==> config.mk <==
export PLATFORM = sky130hd
export DESIGN_NAME = ebrwc_top
export DESIGN_NICKNAME = d
export VERILOG_FILES = /design/src/ebrwc_pkg.sv /design/src/ebrwc_top.sv /design/src/ebrwc_tcs_div.sv /design/src/ebrwc_rdy_sync.sv
export SDC_FILE = /design/constraint.sdc
export NUM_CORES = 1
export LEC_CHECK = 0
export BUFFER_PORTS_ARGS = -buffer_cell sky130_fd_sc_hd__buf_2
export CORE_ASPECT_RATIO = 2
export CORE_MARGIN = 3
export CORE_UTILIZATION = 60
export DETAILED_ROUTE_END_ITERATION = 12
export MAX_ROUTING_LAYER = met4
export PLACE_DENSITY = 0.85
export SLEW_MARGIN = 5
export SYNTH_ARGS = -nofsm -noshare
export SYNTH_HDL_FRONTEND = slang
export SYNTH_SLANG_ARGS = --single-unit
==> constraint.sdc <==
create_clock -name clk_i -period 3.2 [get_ports clk_i]
set_input_delay 0.96 -clock clk_i [delete_from_list [all_inputs] [get_ports clk_i]]
set_output_delay 0.96 -clock clk_i [all_outputs]
set_load 0.1 [all_outputs]
==> src/ebrwc_pkg.sv <==
`default_nettype none

package ebrwc_pkg;

    // ****************************************
    // register map (byte addresses)
    // ****************************************
    localparam logic [7:0] OFS_CTRL = 8'h00;
    localparam logic [7:0] OFS_TIMING = 8'h04;
    localparam logic [7:0] OFS_CMD = 8'h08;
    localparam logic [7:0] OFS_WDATA = 8'h0c;
    localparam logic [7:0] OFS_STATUS = 8'h10;
    localparam logic [7:0] OFS_RDATA = 8'h14;

    // ****************************************
    // field layout
    // ****************************************
    localparam int CTRL_W = 3;
    localparam int CTRL_RDY_EN = 0;
    localparam int CTRL_RDY_POL = 1;
    localparam int CTRL_ASYNC = 2;
    localparam int TIM_W = 11;
    localparam int TIM_AB = 0;
    localparam int TIM_C_LSB = 1;
    localparam int TIM_D = 3;
    localparam int TIM_E_LSB = 4;
    localparam int TIM_F_LSB = 9;
    localparam int CMD_WRITE = 16;
    localparam int STAT_BUSY = 0;
    localparam int STAT_RDY = 1;
    localparam int STAT_WAITS_LSB = 8;

    // ****************************************
    // reset values and limits
    // ****************************************
    localparam logic [CTRL_W-1:0] CTRL_RST = 3'h0;
    localparam logic [TIM_W-1:0] TIM_RST = 11'h000;
    localparam logic [7:0] WAITS_MAX = 8'hff;
    localparam int BUS_AW = 16;
    localparam int BUS_DW = 16;
    localparam logic [1:0] RESP_OKAY = 2'h0;
    localparam logic [1:0] RESP_SLVERR = 2'h2;

    // ****************************************
    // bus cycle phases
    // ****************************************
    typedef enum logic [2:0] {
        PH_IDLE = 3'b000,
        PH_AB = 3'b001,
        PH_C = 3'b010,
        PH_D = 3'b011,
        PH_E = 3'b100,
        PH_F = 3'b101
    } ebrwc_phase_e;

endpackage : ebrwc_pkg

`default_nettype wire

==> src/ebrwc_top.sv <==
`default_nettype none

module ebrwc_top #(
    parameter int AW = 8,
    parameter int UNIT_DIV = 1
) (
    // clock and reset
    input wire logic clk_i,
    input wire logic rst_n_i,
    // axi4-lite write channels
    input wire logic [AW-1:0] s_axi_awaddr_i,
    input wire logic s_axi_awvalid_i,
    output logic s_axi_awready_o,
    input wire logic [31:0] s_axi_wdata_i,
    input wire logic [3:0] s_axi_wstrb_i,
    input wire logic s_axi_wvalid_i,
    output logic s_axi_wready_o,
    output logic [1:0] s_axi_bresp_o,
    output logic s_axi_bvalid_o,
    input wire logic s_axi_bready_i,
    // axi4-lite read channels
    input wire logic [AW-1:0] s_axi_araddr_i,
    input wire logic s_axi_arvalid_i,
    output logic s_axi_arready_o,
    output logic [31:0] s_axi_rdata_o,
    output logic [1:0] s_axi_rresp_o,
    output logic s_axi_rvalid_o,
    input wire logic s_axi_rready_i,
    // external bus
    output logic [ebrwc_pkg::BUS_AW-1:0] bus_addr_o,
    output logic bus_cs_n_o,
    output logic bus_rd_n_o,
    output logic bus_wr_n_o,
    output logic [ebrwc_pkg::BUS_DW-1:0] bus_data_o,
    output logic bus_data_oe_o,
    input wire logic [ebrwc_pkg::BUS_DW-1:0] bus_data_i,
    input wire logic bus_ready_i,
    output logic reference_clock_output_o
);
    import ebrwc_pkg::*;

    // address bits [7:2] are decoded, so narrower buses cannot be served
    if (AW < 8) begin : g_chk
        $error("ebrwc_top: AW must be at least 8");
    end

    typedef struct packed {
        ebrwc_phase_e st;
        logic [5:0] cnt;
        logic [7:0] waits;
        logic [7:0] last_waits;
        logic asy_done;
        logic is_wr;
        logic [BUS_AW-1:0] addr;
        logic [BUS_DW-1:0] wdat;
        logic [BUS_DW-1:0] rdat;
        logic [BUS_DW-1:0] d_s1;
        logic [BUS_DW-1:0] d_s2;
        logic cs_n;
        logic rd_n;
        logic wr_n;
        logic d_oe;
        logic [CTRL_W-1:0] ctrl;
        logic [TIM_W-1:0] tim;
        logic aw_got;
        logic w_got;
        logic [7:0] awaddr;
        logic [31:0] wdata;
        logic [3:0] wstrb;
        logic bvalid;
        logic [1:0] bresp;
        logic rvalid;
        logic [31:0] rdata;
        logic [1:0] rresp;
    } ebrwc_top_s;

    ebrwc_top_s r_reg;
    ebrwc_top_s r_next;
    logic tick;
    logic rdy_act;

    // ****************************************
    // helpers
    // ****************************************
    function automatic logic [31:0] merge(input logic [31:0] old_v, input logic [31:0] new_v,
                                          input logic [3:0] strb);
        logic [31:0] res;
        res = old_v;
        for (int i = 0; i < 4; i++) begin
            if (strb[i]) begin
                res[8*i +: 8] = new_v[8*i +: 8];
            end
        end
        return res;
    endfunction : merge

    // phase counter preload: length in units minus one
    function automatic logic [5:0] ph_load(input ebrwc_phase_e ph, input logic [TIM_W-1:0] t);
        logic [5:0] v;
        v = 6'h00;
        case (ph)
            PH_AB: v = {5'h00, t[TIM_AB]};
            PH_C: v = {4'h0, t[TIM_C_LSB +: 2]} - 6'h01;
            PH_D: v = 6'h00;
            PH_E: v = {1'b0, t[TIM_E_LSB +: 5]};
            PH_F: v = {4'h0, t[TIM_F_LSB +: 2]} - 6'h01;
            default: v = 6'h00;
        endcase
        return v;
    endfunction : ph_load

    // zero-length phases are skipped
    function automatic ebrwc_phase_e ph_after(input ebrwc_phase_e ph, input logic [TIM_W-1:0] t);
        ebrwc_phase_e n;
        n = PH_IDLE;
        case (ph)
            PH_AB: n = (t[TIM_C_LSB +: 2] != 2'h0) ? PH_C : (t[TIM_D] ? PH_D : PH_E);
            PH_C: n = t[TIM_D] ? PH_D : PH_E;
            PH_D: n = PH_E;
            PH_E: n = (t[TIM_F_LSB +: 2] != 2'h0) ? PH_F : PH_IDLE;
            default: n = PH_IDLE;
        endcase
        return n;
    endfunction : ph_after

    function automatic logic [31:0] reg_read(input logic [7:0] a, input ebrwc_top_s s,
                                             input logic act);
        logic [31:0] v;
        v = 32'h0000_0000;
        case (a)
            OFS_CTRL: v[CTRL_W-1:0] = s.ctrl;
            OFS_TIMING: v[TIM_W-1:0] = s.tim;
            OFS_CMD: begin
                v[BUS_AW-1:0] = s.addr;
                v[CMD_WRITE] = s.is_wr;
            end
            OFS_WDATA: v[BUS_DW-1:0] = s.wdat;
            OFS_STATUS: begin
                v[STAT_BUSY] = (s.st != PH_IDLE);
                v[STAT_RDY] = act;
                v[STAT_WAITS_LSB +: 8] = s.last_waits;
            end
            OFS_RDATA: v[BUS_DW-1:0] = s.rdat;
            default: v = 32'h0000_0000;
        endcase
        return v;
    endfunction : reg_read

    function automatic logic mapped(input logic [7:0] a);
        return (a == OFS_CTRL) || (a == OFS_TIMING) || (a == OFS_CMD) || (a == OFS_WDATA)
            || (a == OFS_STATUS) || (a == OFS_RDATA);
    endfunction : mapped

    // ****************************************
    // submodules
    // ****************************************
    ebrwc_unit_div #(
        .DIV(UNIT_DIV)
    ) u_div (
        .clk_i(clk_i),
        .rst_n_i(rst_n_i),
        .tick_o(tick),
        .ref_clk_o(reference_clock_output_o)
    );

    ebrwc_rdy_sync u_rdy (
        .clk_i(clk_i),
        .rst_n_i(rst_n_i),
        .ready_pin_i(bus_ready_i),
        .pol_high_i(r_reg.ctrl[CTRL_RDY_POL]),
        .async_i(r_reg.ctrl[CTRL_ASYNC]),
        .rdy_active_o(rdy_act)
    );

    // ****************************************
    // next state
    // ****************************************
    always_comb begin
        logic [7:0] wa;
        logic [31:0] wv;
        logic start;
        logic finish;
        wa = {r_reg.awaddr[7:2], 2'b00};
        wv = 32'h0000_0000;
        start = 1'b0;
        finish = 1'b0;
        r_next = r_reg;
        r_next.d_s1 = bus_data_i;
        r_next.d_s2 = r_reg.d_s1;

        // register writes; address and data accepted in either order
        if (s_axi_awvalid_i && s_axi_awready_o) begin
            r_next.aw_got = 1'b1;
            r_next.awaddr = 8'(s_axi_awaddr_i);
        end
        if (s_axi_wvalid_i && s_axi_wready_o) begin
            r_next.w_got = 1'b1;
            r_next.wdata = s_axi_wdata_i;
            r_next.wstrb = s_axi_wstrb_i;
        end
        if (r_reg.aw_got && r_reg.w_got && !r_reg.bvalid) begin
            r_next.aw_got = 1'b0;
            r_next.w_got = 1'b0;
            r_next.bvalid = 1'b1;
            r_next.bresp = RESP_OKAY;
            case (wa)
                OFS_CTRL: begin
                    wv = merge(32'(r_reg.ctrl), r_reg.wdata, r_reg.wstrb);
                    r_next.ctrl = wv[CTRL_W-1:0];
                end
                OFS_TIMING: begin
                    wv = merge(32'(r_reg.tim), r_reg.wdata, r_reg.wstrb);
                    r_next.tim = wv[TIM_W-1:0];
                end
                OFS_WDATA: begin
                    wv = merge(32'(r_reg.wdat), r_reg.wdata, r_reg.wstrb);
                    r_next.wdat = wv[BUS_DW-1:0];
                end
                OFS_CMD: begin
                    // a command while a cycle runs would corrupt it: refused
                    if (r_reg.st == PH_IDLE) begin
                        wv = merge(32'h0000_0000, r_reg.wdata, r_reg.wstrb);
                        start = 1'b1;
                    end else begin
                        r_next.bresp = RESP_SLVERR;
                    end
                end
                OFS_STATUS, OFS_RDATA: r_next.bresp = RESP_OKAY;
                default: r_next.bresp = RESP_SLVERR;
            endcase
        end
        if (r_reg.bvalid && s_axi_bready_i) begin
            r_next.bvalid = 1'b0;
        end

        // register reads
        if (s_axi_arvalid_i && s_axi_arready_o) begin
            r_next.rvalid = 1'b1;
            r_next.rdata = reg_read({s_axi_araddr_i[7:2], 2'b00}, r_reg, rdy_act);
            r_next.rresp = mapped({s_axi_araddr_i[7:2], 2'b00}) ? RESP_OKAY : RESP_SLVERR;
        end else if (r_reg.rvalid && s_axi_rready_i) begin
            r_next.rvalid = 1'b0;
        end

        // bus cycle sequencer
        if (start) begin
            r_next.addr = wv[BUS_AW-1:0];
            r_next.is_wr = wv[CMD_WRITE];
            r_next.st = PH_AB;
            r_next.cnt = ph_load(PH_AB, r_reg.tim);
            r_next.waits = 8'h00;
            r_next.asy_done = 1'b0;
        end else if (tick && r_reg.st != PH_IDLE) begin
            if (r_reg.cnt != 6'h00) begin
                // mandatory units still running, handshake not looked at
                r_next.cnt = r_reg.cnt - 6'h01;
            end else if (r_reg.st != PH_E) begin
                r_next.st = ph_after(r_reg.st, r_reg.tim);
                r_next.cnt = ph_load(r_next.st, r_reg.tim);
            end else if (!r_reg.ctrl[CTRL_RDY_EN]) begin
                finish = 1'b1;
            end else if (r_reg.ctrl[CTRL_ASYNC] && !r_reg.asy_done) begin
                // later sample point covers the extra stage
                r_next.asy_done = 1'b1;
                r_next.waits = (r_reg.waits == WAITS_MAX) ? WAITS_MAX : r_reg.waits + 8'h01;
            end else if (rdy_act) begin
                finish = 1'b1;
            end else begin
                r_next.waits = (r_reg.waits == WAITS_MAX) ? WAITS_MAX : r_reg.waits + 8'h01;
            end
        end
        if (finish) begin
            r_next.st = ph_after(PH_E, r_reg.tim);
            r_next.cnt = ph_load(r_next.st, r_reg.tim);
            r_next.last_waits = r_reg.waits;
            if (!r_reg.is_wr) begin
                r_next.rdat = r_reg.d_s2; // same edge as strobe release
            end
        end

        // pin levels follow the phase being entered
        r_next.cs_n = (r_next.st == PH_IDLE);
        r_next.rd_n = !(!r_next.is_wr && (r_next.st == PH_D || r_next.st == PH_E));
        r_next.wr_n = !(r_next.is_wr && r_next.st == PH_E);
        r_next.d_oe = r_next.is_wr && (r_next.st == PH_D || r_next.st == PH_E
            || r_next.st == PH_F);
    end

    always_ff @(posedge clk_i or negedge rst_n_i) begin
        if (!rst_n_i) begin
            r_reg <= '0;
            r_reg.st <= PH_IDLE;
            r_reg.cs_n <= 1'b1;
            r_reg.rd_n <= 1'b1;
            r_reg.wr_n <= 1'b1;
            r_reg.ctrl <= CTRL_RST;
            r_reg.tim <= TIM_RST;
        end else begin
            r_reg <= r_next;
        end
    end

    // ****************************************
    // outputs
    // ****************************************
    assign s_axi_awready_o = !r_reg.aw_got && !r_reg.bvalid;
    assign s_axi_wready_o = !r_reg.w_got && !r_reg.bvalid;
    assign s_axi_bvalid_o = r_reg.bvalid;
    assign s_axi_bresp_o = r_reg.bresp;
    assign s_axi_arready_o = !r_reg.rvalid;
    assign s_axi_rvalid_o = r_reg.rvalid;
    assign s_axi_rdata_o = r_reg.rdata;
    assign s_axi_rresp_o = r_reg.rresp;
    assign bus_addr_o = r_reg.addr;
    assign bus_cs_n_o = r_reg.cs_n;
    assign bus_rd_n_o = r_reg.rd_n;
    assign bus_wr_n_o = r_reg.wr_n;
    assign bus_data_o = r_reg.wdat;
    assign bus_data_oe_o = r_reg.d_oe;

    logic e_done;
    assign e_done = tick && r_reg.st == PH_E && r_reg.cnt == 6'h00 && r_reg.ctrl[CTRL_RDY_EN];
endmodule : ebrwc_top

`default_nettype wire

==> src/ebrwc_tcs_div.sv <==
`default_nettype none

module ebrwc_unit_div #(
    parameter int DIV = 1
) (
    // clock and reset
    input wire logic clk_i,
    input wire logic rst_n_i,
    // timing unit
    output logic tick_o,
    output logic ref_clk_o
);
    import ebrwc_pkg::*;

    localparam int CW = $clog2(DIV + 1);

    if (DIV < 1) begin : g_chk
        $error("ebrwc_unit_div: DIV must be at least 1");
    end

    typedef struct packed {
        logic [CW-1:0] cnt;
        logic tick;
        logic refclk;
    } ebrwc_div_s;

    ebrwc_div_s div_reg;
    ebrwc_div_s div_next;

    always_comb begin
        div_next = div_reg;
        div_next.tick = 1'b0;
        if (div_reg.cnt == CW'(DIV - 1)) begin
            div_next.cnt = '0;
            div_next.tick = 1'b1;
            div_next.refclk = ~div_reg.refclk;
        end else begin
            div_next.cnt = div_reg.cnt + CW'(1);
        end
    end

    always_ff @(posedge clk_i or negedge rst_n_i) begin
        if (!rst_n_i) begin
            div_reg <= '0;
        end else begin
            div_reg <= div_next;
        end
    end

    assign tick_o = div_reg.tick;
    assign ref_clk_o = div_reg.refclk;

endmodule : ebrwc_unit_div

`default_nettype wire

==> src/ebrwc_rdy_sync.sv <==
`default_nettype none

module ebrwc_rdy_sync (
    // clock and reset
    input wire logic clk_i,
    input wire logic rst_n_i,
    // handshake pin and mode
    input wire logic ready_pin_i,
    input wire logic pol_high_i,
    input wire logic async_i,
    // conditioned level
    output logic rdy_active_o
);
    import ebrwc_pkg::*;

    typedef struct packed {
        logic s1;
        logic s2;
        logic s3;
    } ebrwc_sync_s;

    ebrwc_sync_s sy_reg;
    ebrwc_sync_s sy_next;

    always_comb begin
        sy_next.s1 = ready_pin_i;
        sy_next.s2 = sy_reg.s1;
        sy_next.s3 = sy_reg.s2;
    end

    always_ff @(posedge clk_i or negedge rst_n_i) begin
        if (!rst_n_i) begin
            sy_reg <= '0;
        end else begin
            sy_reg <= sy_next;
        end
    end

    // sync mode takes the sampled level, async adds a stage
    // polarity select
    assign rdy_active_o = (async_i ? sy_reg.s3 : sy_reg.s2) ~^ pol_high_i;
endmodule : ebrwc_rdy_sync

`default_nettype wire

==> impl_metrics.prom <==
# TYPE chip_impl_metric gauge
chip_impl_metric{name="ys_seq_area_frac",unit=""} 0.5326
chip_impl_info{name="holdCritPathClass",value="flip-flop to flip-flop"} 1
chip_impl_metric{name="detailedPlacementHpwl",unit="mm"} 15.18
chip_impl_info{name="worstPathCellList",value="nor3b_2, nand3_2, a21o_1, nor2_4, mux2_1"} 1
chip_impl_metric{name="nets",unit=""} 899
chip_impl_metric{name="fin_total_pwr",unit="mW"} 8.634
chip_impl_metric{name="yosysUniqueCellTypes",unit=""} 79
chip_impl_metric{name="cts-htree-levels",unit=""} 4
chip_impl_metric{name="finish.cell_count_without_fillers",unit=""} 1014
chip_impl_metric{name="fmax",unit="GHz"} 0.3865
chip_impl_metric{name="sequentialPowerShare",unit=""} 0.402
chip_impl_info{name="cts_tree",value="built"} 1
chip_impl_metric{name="power.leakage",unit="nW"} 4.483
chip_impl_metric{name="grt_overflow_total",unit=""} 0
chip_impl_metric{name="p_int",unit="mW"} 4.847
chip_impl_metric{name="synth_edf_count",unit=""} 0
chip_impl_metric{name="die_area",unit="sq um"} 15570
chip_impl_metric{name="dpl.cell_count",unit=""} 983
chip_impl_metric{name="clock-sinks",unit=""} 179
chip_impl_metric{name="power.share.clock",unit=""} 0.246
chip_impl_info{name="status",value="finished, final reports clean"} 1
chip_impl_metric{name="fp.dieW",unit="microns"} 89.75
chip_impl_metric{name="drt_first_iter_violations",unit=""} 618
chip_impl_info{name="clk_root_buffer_cell",value="sky130_fd_sc_hd__clkbuf_16"} 1
chip_impl_metric{name="ir_worst_vdd",unit="V"} 0.0007354
chip_impl_metric{name="cts-resized-gates",unit=""} 0
chip_impl_info{name="dominantRegCellSynth",value="sky130_fd_sc_hd__dfrtp_1"} 1
chip_impl_info{name="critPathSlowestCell",value="sky130_fd_sc_hd__dfrtp_1"} 1
chip_impl_metric{name="worst_slew_pin_slew",unit="ns"} 0.6416
chip_impl_metric{name="worstPathRequired",unit="ns"} 3.51
chip_impl_metric{name="clk_latency_worst_skew_pair",unit="ns"} 0.44
chip_impl_metric{name="hold_slack",unit="ns"} 0.3463
chip_impl_metric{name="power.switching",unit="mW"} 3.787
chip_impl_metric{name="layout_min_cycle_time",unit="ns"} 2.587
chip_impl_metric{name="ios",unit=""} 154
chip_impl_metric{name="syn_area",unit="sq um"} 8417
chip_impl_metric{name="grt_usage",unit=""} 0.2881
chip_impl_metric{name="syn_area_per_cell",unit="sq um"} 11.19
chip_impl_metric{name="postSynth.asyncResetShare",unit=""} 1.000
chip_impl_info{name="ys_top_cells_by_area",value="sky130_fd_sc_hd__dfrtp_1 (52%), sky130_fd_sc_hd__mux2_2 (7.5%), sky130_fd_sc_hd__buf_4 (6.3%)"} 1
chip_impl_metric{name="row_count",unit=""} 60
chip_impl_metric{name="core_area",unit="sq um"} 13590
chip_impl_metric{name="n_antenna_cell",unit=""} 0
chip_impl_metric{name="crit_fanout",unit=""} 16
chip_impl_metric{name="synth_top_area_share",unit=""} 0.5233
chip_impl_info{name="mostFrequentLayoutCell",value="sky130_fd_sc_hd__dfrtp_1"} 1
chip_impl_metric{name="ctsHoldBuffers",unit=""} 0
chip_impl_metric{name="power_density",unit="nW/um^2"} 922.6
chip_impl_metric{name="clk_pin_slew_worst_setup_hold_paths",unit="ns"} 0.07
chip_impl_info{name="setup_repair_after_global_routing_missed_its_margin",value="false"} 1
chip_impl_metric{name="initial_utilization",unit=""} 0.6194
chip_impl_info{name="critical_path_class",value="flip-flop to flip-flop"} 1
chip_impl_metric{name="gpl.final_weighted_congestion",unit=""} 0.9337
chip_impl_metric{name="syn-instance-count",unit=""} 752
chip_impl_metric{name="data_arrival_time_of_the_worst_path",unit="ns"} 2.90
chip_impl_info{name="synth_area_leader_cell",value="sky130_fd_sc_hd__dfrtp_1"} 1
chip_impl_metric{name="drv_cap",unit=""} 0
chip_impl_metric{name="totalWireLength",unit="mm"} 21.00
chip_impl_metric{name="initial_antenna_violation_count",unit=""} 0
chip_impl_metric{name="timing.slew.headroom",unit=""} 0.5723
chip_impl_metric{name="wl_per_cell",unit="microns"} 20.71
chip_impl_metric{name="postLayoutCoreUtil",unit=""} 0.6888
chip_impl_metric{name="vias",unit=""} 6211
chip_impl_metric{name="switching_share",unit=""} 0.4386
chip_impl_info{name="crit_path_end_kind",value="flip-flop"} 1
chip_impl_metric{name="postCtsSetupBuffers",unit=""} 0
chip_impl_metric{name="largest_register_ffs",unit=""} 101
chip_impl_metric{name="first_global_vias",unit=""} 6605
chip_impl_metric{name="post_drt_via_cell_ratio",unit=""} 6.125
chip_impl_metric{name="drive_above_1_share",unit=""} 0.2995
chip_impl_metric{name="maximum_root_to_sink_buffer_count",unit=""} 2
chip_impl_metric{name="tritoncts.num_buffers",unit=""} 17
chip_impl_metric{name="grt_pass1_wl",unit="mm"} 34.35
chip_impl_metric{name="report.final.slew_viol_count",unit=""} 0
chip_impl_metric{name="syn2layout_area_growth",unit="%"} 11.19
chip_impl_info{name="commonest_cells_after_routing_fill_and_taps_aside",value="sky130_fd_sc_hd__dfrtp_1 (176), sky130_fd_sc_hd__buf_2 (115), sky130_fd_sc_hd__nand2_1 (85)"} 1
chip_impl_metric{name="chipHeight",unit="microns"} 173.5
chip_impl_info{name="critical_path.startpoint_type",value="flip-flop"} 1
chip_impl_metric{name="crit_path_max_incr_delay",unit="ns"} 0.60
chip_impl_metric{name="timing.final.setup_violations",unit=""} 0
chip_impl_metric{name="comb_power_share",unit=""} 0.352
chip_impl_metric{name="placement.io_buffers",unit=""} 116
chip_impl_metric{name="yosysWarnings",unit=""} 0
chip_impl_metric{name="final_antenna_net_count",unit=""} 0
chip_impl_metric{name="final.setup.tns",unit="ns"} 0
chip_impl_metric{name="grt_max_degree",unit=""} 69
chip_impl_metric{name="drt_pass1_iterations",unit=""} 8
chip_impl_metric{name="ys_ff_latch",unit=""} 179
chip_impl_metric{name="drc_errors",unit=""} 0
chip_impl_metric{name="final_hold_violation_count",unit=""} 0
chip_impl_metric{name="final_min_period_over_clock_period",unit=""} 0.8085
chip_impl_metric{name="timing.clock.skew",unit="ns"} 0.01317
## power groups by stage
stage	combinational [mW]	sequential, mW	clock, mW
4_1_cts	3.04	3.45	2.13
2_1_floorplan	2.61	3.35	0
3_3_place_gp	2.94	3.43	0
5_1_grt	3.23	3.54	2.23
6_report	3.04	3.47	2.12
3_5_place_dp	3.02	3.48	0
## cells by family (layout without fill, tap and decap cells)
logic type / after synthesis / in the layout / share of synthesized area
compound gates: 146 / 146 / 0.1210
xor+xnor: 2 / 2 / 0.002082
fa+ha+maj: 7 / 7 / 0.01041
buf+inv: 125 / 185 / 0.09187
flops: 179 / 179 / 0.5326
mux: 88 / 88 / 0.1168
other cells: 2 / 18 / 0.0008923
simple gates: 203 / 203 / 0.1243
## Yosys cell counts (all sizes together) (2+ instances only)
cell	instances
mux2i	18
a211oi	8
a32oi	6
nor3	13
o21a	2
and2	5
nand4	3
dfrtp	176
a311oi	2
o21ai	44
and3b	2
nand4b	2
buf	85
or2	3
conb	2
a221oi	16
nor2b	3
and3	2
nor2	44
a21o	3
ha	7
nand3b	5
nor3b	2
mux2	69
dfstp	3
nand3	17
nand2	85
o21bai	2
a22o	10
clkbuf	20
a222oi	6
nor4	5
nand2b	4
inv	20
a211o	2
a22oi	7
o211ai	2
a21oi	25
and4	2
## per-layer routing
layer	track usage	vias to the layer above	wire length, microns
li1	-	2710	-
met4	0.1715	0	1261
met5	-	-	0
met3	0.05300	103	1220
met2	0.4965	323	11160
met1	0.3060	3075	7358
## worst max-delay path, delay by kind of cell, from the launching register on
family,cells,cell delay [ns]
and+or+nand+nor,3,1.09
DFF,1,0.60
muxes,1,0.40
AOI/OAI and AO/OA,1,0.37
## layout make-up
cell class / instances / area [sq um]
clock buffers: 18 / 429.2
clock inverters: 13 / 168.9
fillers: 982 / 4229
inverters: 20 / 75.07
multi-input cells: 464 / 3223
flip-flops and latches: 179 / 4483
well taps: 186 / 232.7
repair buffers: 134 / 747.0
## final timing paths
| check | to | startpoint | cells after the start | slack [ns] |
|---|---|---|---|---|
| setup / recovery | r_reg[144] | r_reg[208] | 5 | 0.61 |
| hold / removal | r_reg[113] | r_next[113] | 0 | 0.35 |
| setup reg to reg | r_reg[144] | r_reg[208] | 5 | 0.61 |
| hold reg to reg | r_reg[113] | r_next[113] | 0 | 0.35 |
| max in group asynchronous | r_next[112] | rst_n_i | 2 | 1.91 |
| min in group asynchronous | u_div.ref_clk_o | rst_n_i | 1 | 0.51 |
## per-stage QoR
step                      setup WS (ns)  area (sq um)
final                            0.6128          9359
after global routing             0.4825          9359
after global placement           0.5483          8761
after detailed placement         0.5099          8761
after CTS                        0.6363          9359
after floorplan                 0.02167          8479
Power figures use the tool's default switching activity.
